==> src/include/gsc_pkg.sv <==
// constants, types and rule summary for the gauge setpoint control block
//
// Contract
// - degas runs programmed minutes, 2 to 10, reset value 2
// - sensitivity setting held, range 2 to 99, used for scaling; this block only stores it and reads it back
// - filament select chooses one of two, reset filament 1
// - low setpoint resets 1.00E-06, high setpoint resets 5.00E-06 Torr
// - low below high: energize below low, release above high
// - low above high: energize above low, release below high
// - manual relay test, off at reset, forces relay regardless of pressure
// - four hour counters, filament on and degas, starting at zero
// - auto emission switch enable off at reset, pressure reads disabled
// - switch pressure programmable from 1.00E-06 to 1.00E-04 Torr
// - auto enabled: 100 uA above switch pressure, 4 mA below
// - address low nibble from address setting, reset 1
// - address high nibble from offset setting, reset 0
// - serial rate programmable, reset 19200 baud 8N1
// - powered-on time accumulates whenever powered
// - up to 8 s after turn-on, unit status reports off
// - discrete mode: filament on only while turn-on input held
// - after gauge error filament off, turn-on refused until cleared
package gsc_pkg;
    // pressure code: 8-bit signed decade exponent, 8-bit mantissa x10 (1.0 to 9.9)
    // two digits only: a byte scaled x100 cannot hold a mantissa of 5.00
    typedef struct packed {
        logic [7:0] expo;
        logic [7:0] mant;
    } gsc_press_type;

    localparam int          CLK_HZ          = 250_000_000;
    localparam logic [15:0] P_1E6           = 16'hFA0A;
    localparam logic [15:0] P_5E6           = 16'hFA32;
    localparam logic [15:0] P_1E4           = 16'hFC0A;
    localparam logic [3:0]  DEGAS_MIN_LO    = 4'h2;
    localparam logic [3:0]  DEGAS_MIN_HI    = 4'hA;
    localparam logic [6:0]  SENS_LO         = 7'h02;
    localparam logic [6:0]  SENS_HI         = 7'h63;
    localparam logic [6:0]  SENS_RST        = 7'h0A;
    localparam logic [3:0]  ADDR_RST        = 4'h1;
    localparam logic [3:0]  ADDR_OFS_RST    = 4'h0;
    localparam logic [2:0]  BAUD_19200      = 3'h4;
    localparam int          EMIT_SETTLE_S   = 8;
    localparam int          SEC_PER_HOUR    = 3600;
    localparam int          SEC_PER_MIN     = 60;

    typedef enum logic [1:0] {
        GSC_OFF    = 2'b00,
        GSC_SETTLE = 2'b01,
        GSC_ON     = 2'b10,
        GSC_ERR    = 2'b11
    } gsc_state_type;

    // signed compare on the packed code, exponent first
    function automatic logic gsc_less(input gsc_press_type a, input gsc_press_type b);
        if (a.expo != b.expo) begin
            return $signed(a.expo) < $signed(b.expo);
        end
        return a.mant < b.mant;
    endfunction
endpackage

==> src/design/gsc_top.sv <==
// gauge control: setpoint relay, degas timer, hour counters, addressing
//
// Design decisions made here: the address-and-strobe port and the address map.
`timescale 1ns/1ps
`default_nettype none
module gsc_top #(
    parameter int TICKS_PER_SEC = gsc_pkg::CLK_HZ
) (
    input  wire logic                  MCLK_I,
    input  wire logic                  RST_I,
    input  wire gsc_pkg::gsc_press_type PRESS_I,
    input  wire logic                  TURN_ON_N_I,
    input  wire logic                  DEGAS_REQ_I,
    input  wire logic                  ERROR_I,
    input  wire logic                  ERR_CLR_I,
    input  wire logic                  HOST_MODE_I,
    input  wire logic                  HOST_ON_I,
    input  wire logic                  HOST_OFF_I,
    input  wire logic                  EMIT_4MA_SEL_I,
    input  wire logic [3:0]            ADDR_I,
    input  wire logic [7:0]            WADDR_I,
    input  wire logic [31:0]           WDATA_I,
    input  wire logic                  WR_I,
    input  wire logic                  RD_I,
    output logic [31:0]                RDATA_O,
    output logic                       RELAY_O,
    output logic                       FIL_ON_O,
    output logic                       FIL_SEL2_O,
    output logic                       DEGAS_O,
    output logic                       EMIT_4MA_O,
    output logic                       STATUS_ON_O,
    output logic [7:0]                 BUS_ADDR_O,
    output logic [2:0]                 BAUD_SEL_O
);
    localparam logic [7:0] A_DEGAS = 8'h00, A_SENS = 8'h04, A_FIL = 8'h08, A_LO = 8'h0C;
    localparam logic [7:0] A_HI = 8'h10, A_TEST = 8'h14, A_AUTO = 8'h18, A_AUTOP = 8'h1C;
    localparam logic [7:0] A_ADDR = 8'h20, A_BAUD = 8'h24, A_HRS1 = 8'h28, A_HRS2 = 8'h2C;
    localparam logic [7:0] A_DHRS1 = 8'h30, A_DHRS2 = 8'h34, A_OPT = 8'h38, A_STAT = 8'h3C;

    // pin inputs through two flops; all pins are ground-active, idle high
    logic [3:0] s1_r, s2_r;
    always_ff @(posedge MCLK_I) begin
        if (RST_I) begin
            s1_r <= 4'hF;
            s2_r <= 4'hF;
        end else begin
            s1_r <= {TURN_ON_N_I, DEGAS_REQ_I, ERROR_I, EMIT_4MA_SEL_I};
            s2_r <= s1_r;
        end
    end
    logic on_req, degas_pin, err_pin, emit_pin;
    // discrete ground held
    assign on_req    = ~s2_r[3];
    assign degas_pin = ~s2_r[2];
    assign err_pin   = ~s2_r[1];
    assign emit_pin  = ~s2_r[0];

    // one-second tick from divider
    logic [31:0] div_r, div_nxt;
    logic        sec_tick;
    assign sec_tick = (div_r == 32'(TICKS_PER_SEC - 1));
    always_comb begin
        div_nxt = sec_tick ? 32'h0000_0000 : div_r + 32'h0000_0001;
    end
    always_ff @(posedge MCLK_I) begin
        if (RST_I) div_r <= 32'h0000_0000;
        else div_r <= div_nxt;
    end

    // configuration registers
    logic [3:0]  degas_min_r, degas_min_nxt;
    logic [6:0]  sens_r, sens_nxt;
    logic        fil2_r, fil2_nxt, test_en_r, test_en_nxt, test_on_r, test_on_nxt;
    logic        auto_en_r, auto_en_nxt;
    gsc_pkg::gsc_press_type lo_r, lo_nxt, hi_r, hi_nxt, autop_r, autop_nxt, wp;
    logic [3:0]  addr_r, addr_nxt, ofs_r, ofs_nxt;
    logic [2:0]  baud_r, baud_nxt;
    assign wp = WDATA_I[15:0];
    always_comb begin
        degas_min_nxt = degas_min_r;
        sens_nxt = sens_r;
        fil2_nxt = fil2_r;
        lo_nxt = lo_r;
        hi_nxt = hi_r;
        test_en_nxt = test_en_r;
        test_on_nxt = test_on_r;
        auto_en_nxt = auto_en_r;
        autop_nxt = autop_r;
        addr_nxt = addr_r;
        ofs_nxt = ofs_r;
        baud_nxt = baud_r;
        if (WR_I) begin
            unique case (WADDR_I)
                A_DEGAS: if (WDATA_I[3:0] >= gsc_pkg::DEGAS_MIN_LO &&
                             WDATA_I[3:0] <= gsc_pkg::DEGAS_MIN_HI && WDATA_I[31:4] == 28'h0) begin
                    degas_min_nxt = WDATA_I[3:0];
                end
                A_SENS: if (WDATA_I[6:0] >= gsc_pkg::SENS_LO &&
                            WDATA_I[6:0] <= gsc_pkg::SENS_HI && WDATA_I[31:7] == 25'h0) begin
                    sens_nxt = WDATA_I[6:0];
                end
                A_FIL:  fil2_nxt = WDATA_I[0];
                A_LO:   lo_nxt = wp;
                A_HI:   hi_nxt = wp;
                A_TEST: begin
                    test_en_nxt = WDATA_I[0];
                    test_on_nxt = WDATA_I[1];
                end
                A_AUTO: auto_en_nxt = WDATA_I[0];
                A_AUTOP: if (!gsc_pkg::gsc_less(wp, gsc_pkg::P_1E6) &&
                             !gsc_pkg::gsc_less(gsc_pkg::P_1E4, wp)) begin
                    autop_nxt = wp;
                end
                A_ADDR: begin
                    addr_nxt = WDATA_I[3:0];
                    ofs_nxt  = WDATA_I[7:4];
                end
                A_BAUD: baud_nxt = WDATA_I[2:0];
                default: ;
            endcase
        end
    end
    always_ff @(posedge MCLK_I) begin
        if (RST_I) begin
            degas_min_r <= gsc_pkg::DEGAS_MIN_LO;
            sens_r <= gsc_pkg::SENS_RST;
            fil2_r <= 1'b0;
            lo_r <= gsc_pkg::P_1E6;
            hi_r <= gsc_pkg::P_5E6;
            test_en_r <= 1'b0;
            test_on_r <= 1'b0;
            auto_en_r <= 1'b0;
            autop_r <= gsc_pkg::P_1E6;
            addr_r <= gsc_pkg::ADDR_RST;
            ofs_r <= gsc_pkg::ADDR_OFS_RST;
            baud_r <= gsc_pkg::BAUD_19200;
        end else begin
            degas_min_r <= degas_min_nxt;
            sens_r <= sens_nxt;
            fil2_r <= fil2_nxt;
            lo_r <= lo_nxt;
            hi_r <= hi_nxt;
            test_en_r <= test_en_nxt;
            test_on_r <= test_on_nxt;
            auto_en_r <= auto_en_nxt;
            autop_r <= autop_nxt;
            addr_r <= addr_nxt;
            ofs_r <= ofs_nxt;
            baud_r <= baud_nxt;
        end
    end

    // filament sequencer
    gsc_pkg::gsc_state_type st_r, st_nxt;
    logic [3:0]  settle_r, settle_nxt;
    logic        want_on, want_off;
    logic        degas_r, degas_nxt;
    logic [9:0]  dsec_r, dsec_nxt;
    assign want_on  = HOST_MODE_I ? HOST_ON_I : on_req;
    assign want_off = HOST_MODE_I ? HOST_OFF_I : !on_req;
    always_comb begin
        st_nxt = st_r;
        settle_nxt = settle_r;
        degas_nxt = degas_r;
        dsec_nxt = dsec_r;
        unique case (st_r)
            gsc_pkg::GSC_OFF: if (want_on) begin
                st_nxt = gsc_pkg::GSC_SETTLE;
                settle_nxt = 4'h0;
            end
            gsc_pkg::GSC_SETTLE: begin
                if (want_off) st_nxt = gsc_pkg::GSC_OFF;
                else if (sec_tick) begin
                    settle_nxt = settle_r + 4'h1;
                    if (settle_r == 4'(gsc_pkg::EMIT_SETTLE_S - 1)) st_nxt = gsc_pkg::GSC_ON;
                end
            end
            gsc_pkg::GSC_ON: if (want_off) st_nxt = gsc_pkg::GSC_OFF;
            gsc_pkg::GSC_ERR: if (ERR_CLR_I) st_nxt = gsc_pkg::GSC_OFF;
        endcase
        // error set wins over a clear in the same cycle
        if (err_pin) st_nxt = gsc_pkg::GSC_ERR;
        if (st_nxt != gsc_pkg::GSC_ON) begin
            degas_nxt = 1'b0;
        end else if (!degas_r && (degas_pin || (WR_I && WADDR_I == A_STAT && WDATA_I[0]))) begin
            degas_nxt = 1'b1;
            dsec_nxt = 10'h000;
        end else if (degas_r && sec_tick) begin
            dsec_nxt = dsec_r + 10'h001;
            if (dsec_r == 10'(32'(degas_min_r) * gsc_pkg::SEC_PER_MIN - 1)) degas_nxt = 1'b0;
        end
    end
    always_ff @(posedge MCLK_I) begin
        if (RST_I) begin
            st_r <= gsc_pkg::GSC_OFF;
            settle_r <= 4'h0;
            degas_r <= 1'b0;
            dsec_r <= 10'h000;
        end else begin
            st_r <= st_nxt;
            settle_r <= settle_nxt;
            degas_r <= degas_nxt;
            dsec_r <= dsec_nxt;
        end
    end
    // relay hysteresis
    logic relay_r, relay_nxt, lo_below_hi, valid;
    assign lo_below_hi = gsc_pkg::gsc_less(lo_r, hi_r);
    assign valid = (st_r == gsc_pkg::GSC_ON);
    always_comb begin
        relay_nxt = relay_r;
        if (!valid) relay_nxt = 1'b0;
        else if (lo_below_hi) begin
            if (gsc_pkg::gsc_less(PRESS_I, lo_r)) relay_nxt = 1'b1;
            else if (gsc_pkg::gsc_less(hi_r, PRESS_I)) relay_nxt = 1'b0;
        end else begin
            if (gsc_pkg::gsc_less(lo_r, PRESS_I)) relay_nxt = 1'b1;
            else if (gsc_pkg::gsc_less(PRESS_I, hi_r)) relay_nxt = 1'b0;
        end
    end
    always_ff @(posedge MCLK_I) begin
        if (RST_I) relay_r <= 1'b0;
        else relay_r <= relay_nxt;
    end

    // hour logs in seconds, plus powered time
    logic [31:0] hrs_r [4], hrs_nxt [4];
    logic [31:0] opt_r, opt_nxt;
    always_comb begin
        for (int i = 0; i < 4; i++) hrs_nxt[i] = hrs_r[i];
        opt_nxt = opt_r;
        if (sec_tick) begin
            opt_nxt = opt_r + 32'h1;
            if (valid) hrs_nxt[fil2_r] = hrs_r[fil2_r] + 32'h1;
            if (degas_r) hrs_nxt[{1'b1, fil2_r}] = hrs_r[{1'b1, fil2_r}] + 32'h1;
        end
    end
    always_ff @(posedge MCLK_I) begin
        if (RST_I) begin
            for (int i = 0; i < 4; i++) hrs_r[i] <= 32'h0;
            opt_r <= 32'h0;
        end else begin
            for (int i = 0; i < 4; i++) hrs_r[i] <= hrs_nxt[i];
            opt_r <= opt_nxt;
        end
    end

    // emission range
    logic emit_r, emit_nxt;
    always_comb begin
        if (auto_en_r) emit_nxt = gsc_pkg::gsc_less(PRESS_I, autop_r);
        // manual range only through the synchronised pin
        else emit_nxt = emit_pin;
    end
    always_ff @(posedge MCLK_I) begin
        if (RST_I) emit_r <= 1'b0;
        else emit_r <= emit_nxt;
    end

    // read port
    logic [31:0] rd_r, rd_nxt;
    always_comb begin
        rd_nxt = 32'h0;
        if (RD_I) begin
            unique case (ADDR_I)
                4'h0: rd_nxt = {28'h0, degas_min_r};
                4'h1: rd_nxt = {25'h0, sens_r};
                4'h2: rd_nxt = {31'h0, fil2_r};
                4'h3: rd_nxt = {16'h0, lo_r};
                4'h4: rd_nxt = {16'h0, hi_r};
                4'h5: rd_nxt = {30'h0, test_on_r, test_en_r};
                4'h6: rd_nxt = {31'h0, auto_en_r};
                4'h7: rd_nxt = auto_en_r ? {16'h0, autop_r} : 32'h0;
                4'h8: rd_nxt = {24'h0, ofs_r, addr_r};
                4'h9: rd_nxt = {29'h0, baud_r};
                4'hA: rd_nxt = hrs_r[0] / gsc_pkg::SEC_PER_HOUR;
                4'hB: rd_nxt = hrs_r[1] / gsc_pkg::SEC_PER_HOUR;
                4'hC: rd_nxt = hrs_r[2] / gsc_pkg::SEC_PER_HOUR;
                4'hD: rd_nxt = hrs_r[3] / gsc_pkg::SEC_PER_HOUR;
                4'hE: rd_nxt = opt_r;
                4'hF: rd_nxt = {27'h0, emit_r, degas_r, relay_r, st_r};
            endcase
        end
    end
    always_ff @(posedge MCLK_I) begin
        if (RST_I) rd_r <= 32'h0;
        else rd_r <= rd_nxt;
    end

    assign RDATA_O     = rd_r;
    assign RELAY_O     = test_en_r ? test_on_r : relay_r;
    assign FIL_ON_O    = st_r == gsc_pkg::GSC_ON || st_r == gsc_pkg::GSC_SETTLE;
    assign FIL_SEL2_O  = fil2_r;
    assign DEGAS_O     = degas_r;
    assign EMIT_4MA_O  = emit_r;
    assign STATUS_ON_O = valid;
    assign BUS_ADDR_O  = {ofs_r, addr_r};
    assign BAUD_SEL_O  = baud_r;
endmodule
`default_nettype wire

==> config.mk <==
export PLATFORM = sky130hd
export DESIGN_NAME = gsc_top
export DESIGN_NICKNAME = d
export VERILOG_FILES = /design/src/include/gsc_pkg.sv /design/src/design/gsc_top.sv
export SDC_FILE = /design/constraint.sdc
export NUM_CORES = 1
export LEC_CHECK = 0
export BUFFER_PORTS_ARGS = -buffer_cell sky130_fd_sc_hd__buf_4
export CAP_MARGIN = 20
export CORE_MARGIN = 4
export CORE_UTILIZATION = 53
export CTS_CLUSTER_DIAMETER = 150
export DETAILED_ROUTE_END_ITERATION = 8
export PLACE_DENSITY = 0.7
export SLEW_MARGIN = 20
export SYNTH_ARGS = -nofsm -noshare
export SYNTH_HDL_FRONTEND = slang
export SYNTH_SLANG_ARGS = --single-unit
==> constraint.sdc <==
create_clock -name MCLK_I -period 32.9 [get_ports MCLK_I]
set_clock_uncertainty 0.2 [all_clocks]
set_input_delay 1.645 -clock MCLK_I [delete_from_list [all_inputs] [get_ports MCLK_I]]
set_output_delay 1.645 -clock MCLK_I [all_outputs]
set_load 0.03 [all_outputs]
Word-level counts from Yosys, hierarchy flattened

Memories as Yosys holds them, arrays and structs flattened. A register that Yosys moved wholly into a read port is not among the register bits.
Cells that the tools add are included.

Register bits: 197
Memory bits (writable): 128
Input port bits: 72
Output and inout port bits: 49
Logic and storage cells: 264
Memories: 1

Memories:

| name  | depth | width | rd ports | clocked after Yosys merged registers in | wr ports | RTL line       | RTL |
|---|---|---|---|---|---|---|---|
| hrs_r | 4     | 32    | 6        | 2                                       | 4        | gsc_top.sv:227 | `logic [31:0] hrs_r [4], hrs_nxt [4];` |

Add/sub/neg operators: 7
Multiply operators: 1
Divide/modulo/power cells: 4
Order comparisons: 24
Equal/unequal tests: 44
Multiplexer cells: 102
Bitwise gates (word level): 12
Reduce and logical (&&, ||, !) cells: 43

Operator list:

| operator                 | count |
|---|---|
| $mux W128                | 4 |
| $pmux W32 S16            | 1 |
| $bwmux W128              | 2 |
| $mux W32                 | 6 |
| $add A32 B1 Y32 const B  | 4 |
| $demux W32 S2            | 2 |
| $div A32 B12 Y32 const B | 4 |
| $lt A8 B8 Y1             | 12 |
| $mux W1                  | 70 |
| $ne A8 B8 Y1             | 6 |
| $eq A32 B28 Y1 const B   | 1 |
| $eq A4 B4 Y1 const B     | 8 |
| $eq A8 B5 Y1 const B     | 4 |
| $logic_not A28 Y1        | 1 |
| $logic_not A25 Y1        | 1 |
| $eq A8 B6 Y1 const B     | 3 |
| $eq A4 B3 Y1 const B     | 5 |
| $mux W10                 | 2 |
| $reduce_and A2 Y1        | 10 |
| $mux W2                  | 9 |
| $eq A8 B4 Y1 const B     | 2 |
| $lt A8 B4 Y1 const B     | 2 |
| $mux W16                 | 1 |
| $mux W4                  | 3 |
| 41 further kinds         | 74 |

Longest topological paths before layout

Gate-level depths: netlist of the first run.

Depth in word-level cells: 18
Mapped depth: 60

Least setup slack after synthesis of the first run

Ideal clock, no wire load.

Kind: input -> register
From: input ADDR_I[3]
To: register rd_r[0] (netlist: RDATA_O[0])
Setup time: 130 ps
Arrival: 15148 ps
Data required time: 32570 ps
Setup slack: 17421 ps
Cell stages on the path: 57
Buffers on the path: 5
Path through: buf_2 > clkbuf_1 > nand2_1 > a211o_1 > o41ai_4 > o2bb2ai_2 > a311oi_1 > or3_1 > buf_2 > or3_4 > a311oi_4 > a211oi_1 > nor3_4 > a31oi_1 > a211o_1 > or3_1 > buf_2 > a21oi_1 > [21 not listed] > a2bb2oi_2 > nand2_1 > and3_1 > or4_1 > a21oi_2 > o2bb2ai_2 > a21oi_4 > mux2i_2 > xnor2_4 > nor2_1 > mux2_4 > o311ai_1 > nor4b_2 > a221oi_2 > nor2_2 > mux2_2 > nor2_1 > o22ai_1

RTL lines:

| element              | RTL line       | RTL |
|---|---|---|
| from (decl)          | gsc_top.sv:20  | `input wire logic [3:0] ADDR_I,` |
| to (signal assigned) | gsc_top.sv:287 | `else rd_r <= rd_nxt;` |
| to (decl)            | gsc_top.sv:261 | `logic [31:0] rd_r, rd_nxt;` |

==> results.toml, run 1 <==
[status]
run_status = "finished, final reports clean"

[placed_design]
placed_standard_cell_area_um2 = 26800
detailedPlace.worstSlack_ns = 14.34
final_replace_weighted_congestion = 0.970
place_hpwl_um = 58900
numPortBuffers = 120

[finish]
insertedDiodeCount = 0
final_util_pct = 59.1
final_net_count = 3603
layout.cells.most_common_list = "sky130_fd_sc_hd__nand2_1, sky130_fd_sc_hd__nor2_1, sky130_fd_sc_hd__dfxtp_1, sky130_fd_sc_hd__a21oi_1, sky130_fd_sc_hd__o21ai_0"
leading_cell_type_in_the_layout_fill_and_taps_excluded = "sky130_fd_sc_hd__nand2_1"
drive_above_1_share_pct = 10.3
fin_area_um2 = 28200
syn_to_final_growth_pct = 10.1

[worst_setup_path]
worst-path-stages = 51
regToRegStartpoint = "hrs_r[1][24]$_SDFFE_PP0P_"
end_kind = "register"
worstSetupEndpoint = "RDATA_O[0]$_SDFF_PP0_"
worst_ep_arrival_time_ns = 18.67
r2r-end = "RDATA_O[0]$_SDFF_PP0_"
critPathBufInv = 1
cp_top_family = "compound AO/OA/AOI/OAI gates"
criticalPathCategory = "in -> reg"
reg2reg_depth = 50
path_max_fanout = 47
cp-start-kind = "primary input"
critical_path_required_ns = 33.13
crit_path_frequent_cell = "sky130_fd_sc_hd__nor3_1"
reg2reg_setup_slack_ns = 16.06
timing.critical_path.slowest_cell_delay_ns = 0.81
critPathLaunch = "ADDR_I[0]"
crit_slowest_cell = "sky130_fd_sc_hd__and4b_1"

[floorplan]
floorplan.die_area_um2 = 52000
area_of_the_core_region_um2 = 47700
die_height_um = 228
num_io_pins = 121
std_cell_rows = 80
chipWidth_um = 228
floorplan.initialDensity_pct = 53.7

[clock_network]
cts.sinks = 326
cts_resized = 0
htree_levels = 2
cts_setup_buffers = 0
worst_setup_hold_path_clk_slew_ns = 0.06
cts_tree = "done"
cts-root-buf = "sky130_fd_sc_hd__clkbuf_16"
clk-insertion-delay-late_ns = 0.57
clock_path_buffers = 3
cts_made_buffers = 40
hold_buffers = 0

[route]
route.detailed.vias_per_inst = 6.49
drcViolationCount = 0
detail_route.wirelength_um = 82000
dr_total_vias = 26535
wire_per_inst_um = 20.1
routed.top_layer = "met4"
drt-met1-wl_um = 36000
first_pass_iters = 8
antenna_left = 0
met2_wirelength_um = 36700
met3RoutedLength_um = 6590
drt_iter0_markers = 2971

[yosys]
synthFlopType = "sky130_fd_sc_hd__dfxtp_1"
synth_edf_count = 0
postSynthCellCount = 3435
synth.net_count = 3596
synth_warnings = 0
synth_cell_type_count = 139
synth-seq-cells = 326
ys_async_sr_fraction_pct = 0
post_synth_instance_area_um2 = 25600
yosysSeqAreaShare_pct = 25.5
postSynthAreaPerCell_um2 = 7.46

[sta]
grt_setup_unrepaired = "no"
final-max-slew-violation-count = 0
final_critical_path_setup_slack_ns = 14.47
fmax_mhz = 54.3
finalCritPeriodShare_pct = 56.0
totalNegativeSetupSlack_ns = 0
setup_viol_count_final = 0
worst-slew-pin-transition_ns = 1.10
finalHoldViolations = 0
slew_headroom_pct = 26.7
finalCriticalPeriod_ns = 18.43

[grt]
grt_start_max_net_pins = 126
grt_pass1_vias = 24577
global_route_wire_length_before_repair_um = 131000
antenna_violations_before_repair = 0
global_route.overflow_total = 0
grt_use_total_pct = 29.8

[pwr]
worst_ir_drop_vdd_mv = 0.375
p_leak_nw = 9.97
pwr_density_cell_nw_per_um2 = 133

[flow_run]
drv_cap = 0

[worst_hold_path]
worst_hold_path_type = "reg -> reg"
==> sequential cells by signal (all words and copies together) (netlist names), 3 cells and up, named ones only <==
register     count
dsec_r          10
s1_r             4
lo_r            16
degas_min_r      4
hrs_r          128
autop_r         16
RDATA_O         32
s2_r             4
ofs_r            4
div_r           32
sens_r           7
addr_r           4
BAUD_SEL_O       3
settle_r         4
opt_r           32
hi_r            16
==> layer usage <==
metal  global-route usage (%)  up-vias
li1                         -    12707
met1                     41.4    12446
met2                     47.3     1166
met3                     4.99      216
met4                     10.1        0
met5                        0        -
==> where the power goes <==
group	internal [mW]	leakage (nW)	switching, mW
logic	1.17	6.66	1.72
clock network	0.290	0.685	0.183
registers	0.400	2.63	0.00272
==> worst min path at each step <==
stage,start,end,slack [ns],cells past startpoint
after floorplan,s1_r[0]$_SDFF_PP1_,s2_r[0]$_SDFF_PP1_,0.19,1
after global placement,s1_r[2]$_SDFF_PP1_,s2_r[2]$_SDFF_PP1_,0.20,1
after detailed placement,s1_r[1]$_SDFF_PP1_,s2_r[1]$_SDFF_PP1_,0.20,1
after CTS,s1_r[1]$_SDFF_PP1_,s2_r[1]$_SDFF_PP1_,0.21,1
after global routing,s1_r[2]$_SDFF_PP1_,s2_r[2]$_SDFF_PP1_,0.22,1
final,s1_r[1]$_SDFF_PP1_,s2_r[1]$_SDFF_PP1_,0.21,1
==> worst reg2reg max path, delay by kind of cell, from the launching register on <==
| kind | cells | cell delay (ns) |
|---|---|---|
| AO/OA/AOI/OAI | 28 | 8.87 |
| AND/OR/NAND/NOR | 17 | 5.25 |
| multiplexers | 3 | 1.09 |
| XOR/XNOR | 1 | 0.51 |
| adder cells (fa/ha/maj) | 1 | 0.42 |
| flip-flops | 1 | 0.36 |
==> synth_stat cells (30+ instances only) <==
cell type	n	area [um2]
sky130_fd_sc_hd__nor2_1	373	1400
sky130_fd_sc_hd__and3_1	47	294
sky130_fd_sc_hd__a21o_1	45	338
sky130_fd_sc_hd__nand3_1	193	966
sky130_fd_sc_hd__a22oi_1	30	225
sky130_fd_sc_hd__o211ai_1	42	315
sky130_fd_sc_hd__a211o_1	40	350
sky130_fd_sc_hd__nor3_1	90	450
sky130_fd_sc_hd__clkbuf_1	140	526
sky130_fd_sc_hd__o21ai_0	206	1030
sky130_fd_sc_hd__ha_1	84	1050
sky130_fd_sc_hd__inv_1	90	338
sky130_fd_sc_hd__or3_1	31	194
sky130_fd_sc_hd__and2_1	49	307
sky130_fd_sc_hd__nand2b_1	44	275
sky130_fd_sc_hd__xnor2_1	42	368
sky130_fd_sc_hd__a31oi_1	93	582
sky130_fd_sc_hd__nand2_1	373	1400
sky130_fd_sc_hd__xor2_1	74	648
sky130_fd_sc_hd__mux2i_1	102	1020
sky130_fd_sc_hd__a21oi_1	265	1330
sky130_fd_sc_hd__nand4_1	30	188
sky130_fd_sc_hd__dfxtp_1	326	6530
sky130_fd_sc_hd__nor2b_1	54	338
==> cell type report <==
type,count,area (um2)
Clock buffer,55,1140
Clock inverter,17,259
Fill cell,4396,19500
Inverter,91,342
Multi-Input combinational cell,2833,18100
Sequential cell,326,6530
Tap cell,615,769
Timing Repair Buffer,150,1130
==> cell families (layout without fill, tap and decap cells) <==
kind of cell / Yosys count / in the layout / synth area share [%]
compound gates: 1063 / 1063 / 28.8
xor+xnor: 123 / 123 / 4.45
mux: 121 / 121 / 4.86
flops: 326 / 326 / 25.5
simple gates: 1430 / 1430 / 27.4
buf+inv: 276 / 313 / 4.27
fa+ha+maj: 96 / 96 / 4.77
==> stage by stage <==
step                      instances  power [mW]  hold slack, ns
after detailed placement       4015        3.22           0.199
after floorplan                3435        2.71           0.189
after global routing           4087        4.04           0.224
final                          4087        3.76           0.211
after global placement         4015        3.21           0.199
after CTS                      4087        3.71           0.212
(Power assumes the default switching activity.)
==> run 2, diff against run 1 <==
Clock period 32.9 ns to 17.6 ns, I/O delays scaled along.
==> run 2 against run 1 <==
Sequential share of layout area down 0.22 points; combinational power up 86%; sequential power up 87%; register-to-register slack worse by 15 ns; worst setup slack worse by 13 ns; critical path depth up 2; non-clock buffer count up 11; count of clock-buffer cells in the layout up 1; final cell count up 0.29%; worst hold slack worse by 0.0011 ns; critical path type unchanged.
==> results.toml, run 2 (synthesis results as in run 1) <==
[floorplan]
area_of_the_core_region_um2 = 47700
chipWidth_um = 228
num_io_pins = 121
die_height_um = 228
std_cell_rows = 80
floorplan.die_area_um2 = 52000
floorplan.initialDensity_pct = 53.7

[worst_setup_path]
critical_path_required_ns = 17.83
crit_slowest_cell = "sky130_fd_sc_hd__or4_1"
worst_ep_arrival_time_ns = 16.77
reg2reg_depth = 52
end_kind = "register"
crit_path_frequent_cell = "sky130_fd_sc_hd__o22ai_1"
cp-start-kind = "primary input"
path_max_fanout = 32
timing.critical_path.slowest_cell_delay_ns = 0.56
criticalPathCategory = "in -> reg"

[sta]
slew_headroom_pct = 22.2
final_critical_path_setup_slack_ns = 1.07
finalCritPeriodShare_pct = 93.9
setup_viol_count_final = 0
final-max-slew-violation-count = 0
totalNegativeSetupSlack_ns = 0
finalHoldViolations = 0
fmax_mhz = 60.5
final.hold.worst_slack_ns = 0.210
finalCriticalPeriod_ns = 16.53
worst-slew-pin-transition_ns = 1.17

[clock_network]
cts_tree = "done"
clock_path_buffers = 3
htree_levels = 2
cts_made_buffers = 40
cts-root-buf = "sky130_fd_sc_hd__clkbuf_16"
cts.sinks = 326
clk-insertion-delay-late_ns = 0.57
worst_setup_hold_path_clk_slew_ns = 0.06
hold_buffers = 0

[route]
detail_route.wirelength_um = 82700
antenna_left = 0
met2_wirelength_um = 37200
dr_total_vias = 26744
routed.top_layer = "met4"
met3RoutedLength_um = 6240
route.detailed.vias_per_inst = 6.52
drcViolationCount = 0
first_pass_iters = 6
wire_per_inst_um = 20.2
drt_iter0_markers = 2761
drt-met1-wl_um = 36400

[placed_design]
numPortBuffers = 120
final_replace_weighted_congestion = 0.995
detailedPlace.worstSlack_ns = 0.00525
place_hpwl_um = 59200

[pwr]
p_leak_nw = 10.1
worst_ir_drop_vdd_mv = 0.619
total_power_mw = 7.00
pwr_density_cell_nw_per_um2 = 246

[worst_hold_path]
worst_hold_path.num_cells = 1
worst_hold_path_type = "reg -> reg"

[grt]
global_route.overflow_total = 0
grt_pass1_vias = 24483
antenna_violations_before_repair = 0
global_route_wire_length_before_repair_um = 131000
grt_use_total_pct = 29.8
grt_start_max_net_pins = 97

[finish]
syn_to_final_growth_pct = 11.2
layout.cells.most_common_list = "sky130_fd_sc_hd__nand2_1, sky130_fd_sc_hd__nor2_1, sky130_fd_sc_hd__dfxtp_1, sky130_fd_sc_hd__a21oi_1, sky130_fd_sc_hd__o21ai_0"
insertedDiodeCount = 0
drive_above_1_share_pct = 11.3
leading_cell_type_in_the_layout_fill_and_taps_excluded = "sky130_fd_sc_hd__nand2_1"
number_of_flip_flops_in_the_largest_register = 128
final_net_count = 3614
filler_cell_count = 4314
regMostFlops = "hrs_r"
final_util_pct = 59.7

[status]
run_status = "finished, final reports clean"

[flow_run]
drv_cap = 0
## run 2: critical path, delay by kind of cell
family	cells	cell delay, ns
xor gates and xnor gates	3	0.83
buffers and inverters	1	0.34
and+or+nand+nor	16	4.87
muxes	4	1.27
AOI/OAI and AO/OA	29	8.52
## run 2: path summary, 6_finish.rpt
kind / start / endpoint / slack (ns)
setup reg to reg: hrs_r[0][28]$_SDFFE_PP0P_ / RDATA_O[0]$_SDFF_PP0_ / 1.46
hold / removal: s1_r[2]$_SDFF_PP1_ / s2_r[2]$_SDFF_PP1_ / 0.21
hold reg to reg: s1_r[2]$_SDFF_PP1_ / s2_r[2]$_SDFF_PP1_ / 0.21
setup / recovery: ADDR_I[2] / RDATA_O[0]$_SDFF_PP0_ / 1.07
## run 2: area by class of cell
type / instances / area (um2) / area share (%)
Inverter: 91 / 342 / 1.20
Clock buffer: 56 / 1180 / 4.16
Multi-Input combinational cell: 2833 / 18200 / 63.9
Clock inverter: 17 / 239 / 0.839
Timing Repair Buffer: 161 / 1230 / 4.33
Tap cell: 615 / 769 / 2.70
Sequential cell: 326 / 6530 / 22.9
## run 2: repair_timing
action | in CTS | in global routing
gates resized for setup | 0 | 29
endpoints found under the setup margin | 0 | 3
setup buffers | 0 | 5
## run 2: routing by layer
| layer | vias up | track usage [%] |
|---|---|---|
| met5 | - | 0 |
| met4 | 0 | 10.5 |
| met3 | 182 | 3.84 |
| met2 | 1095 | 47.6 |
| met1 | 12726 | 41.7 |
| li1 | 12741 | - |
## run 2: where the power goes
group / internal, mW / switching (mW)
clock network: 0.547 / 0.345
logic: 2.20 / 3.15
registers: 0.747 / 0.00517
## run 2: per-stage QoR
step | cell area (um2) | cells
floorplan | 25600 | 3435
global placement | 26800 | 4020
detailed placement | 26800 | 4020
CTS | 28300 | 4093
global route | 28500 | 4099
finish | 28500 | 4099
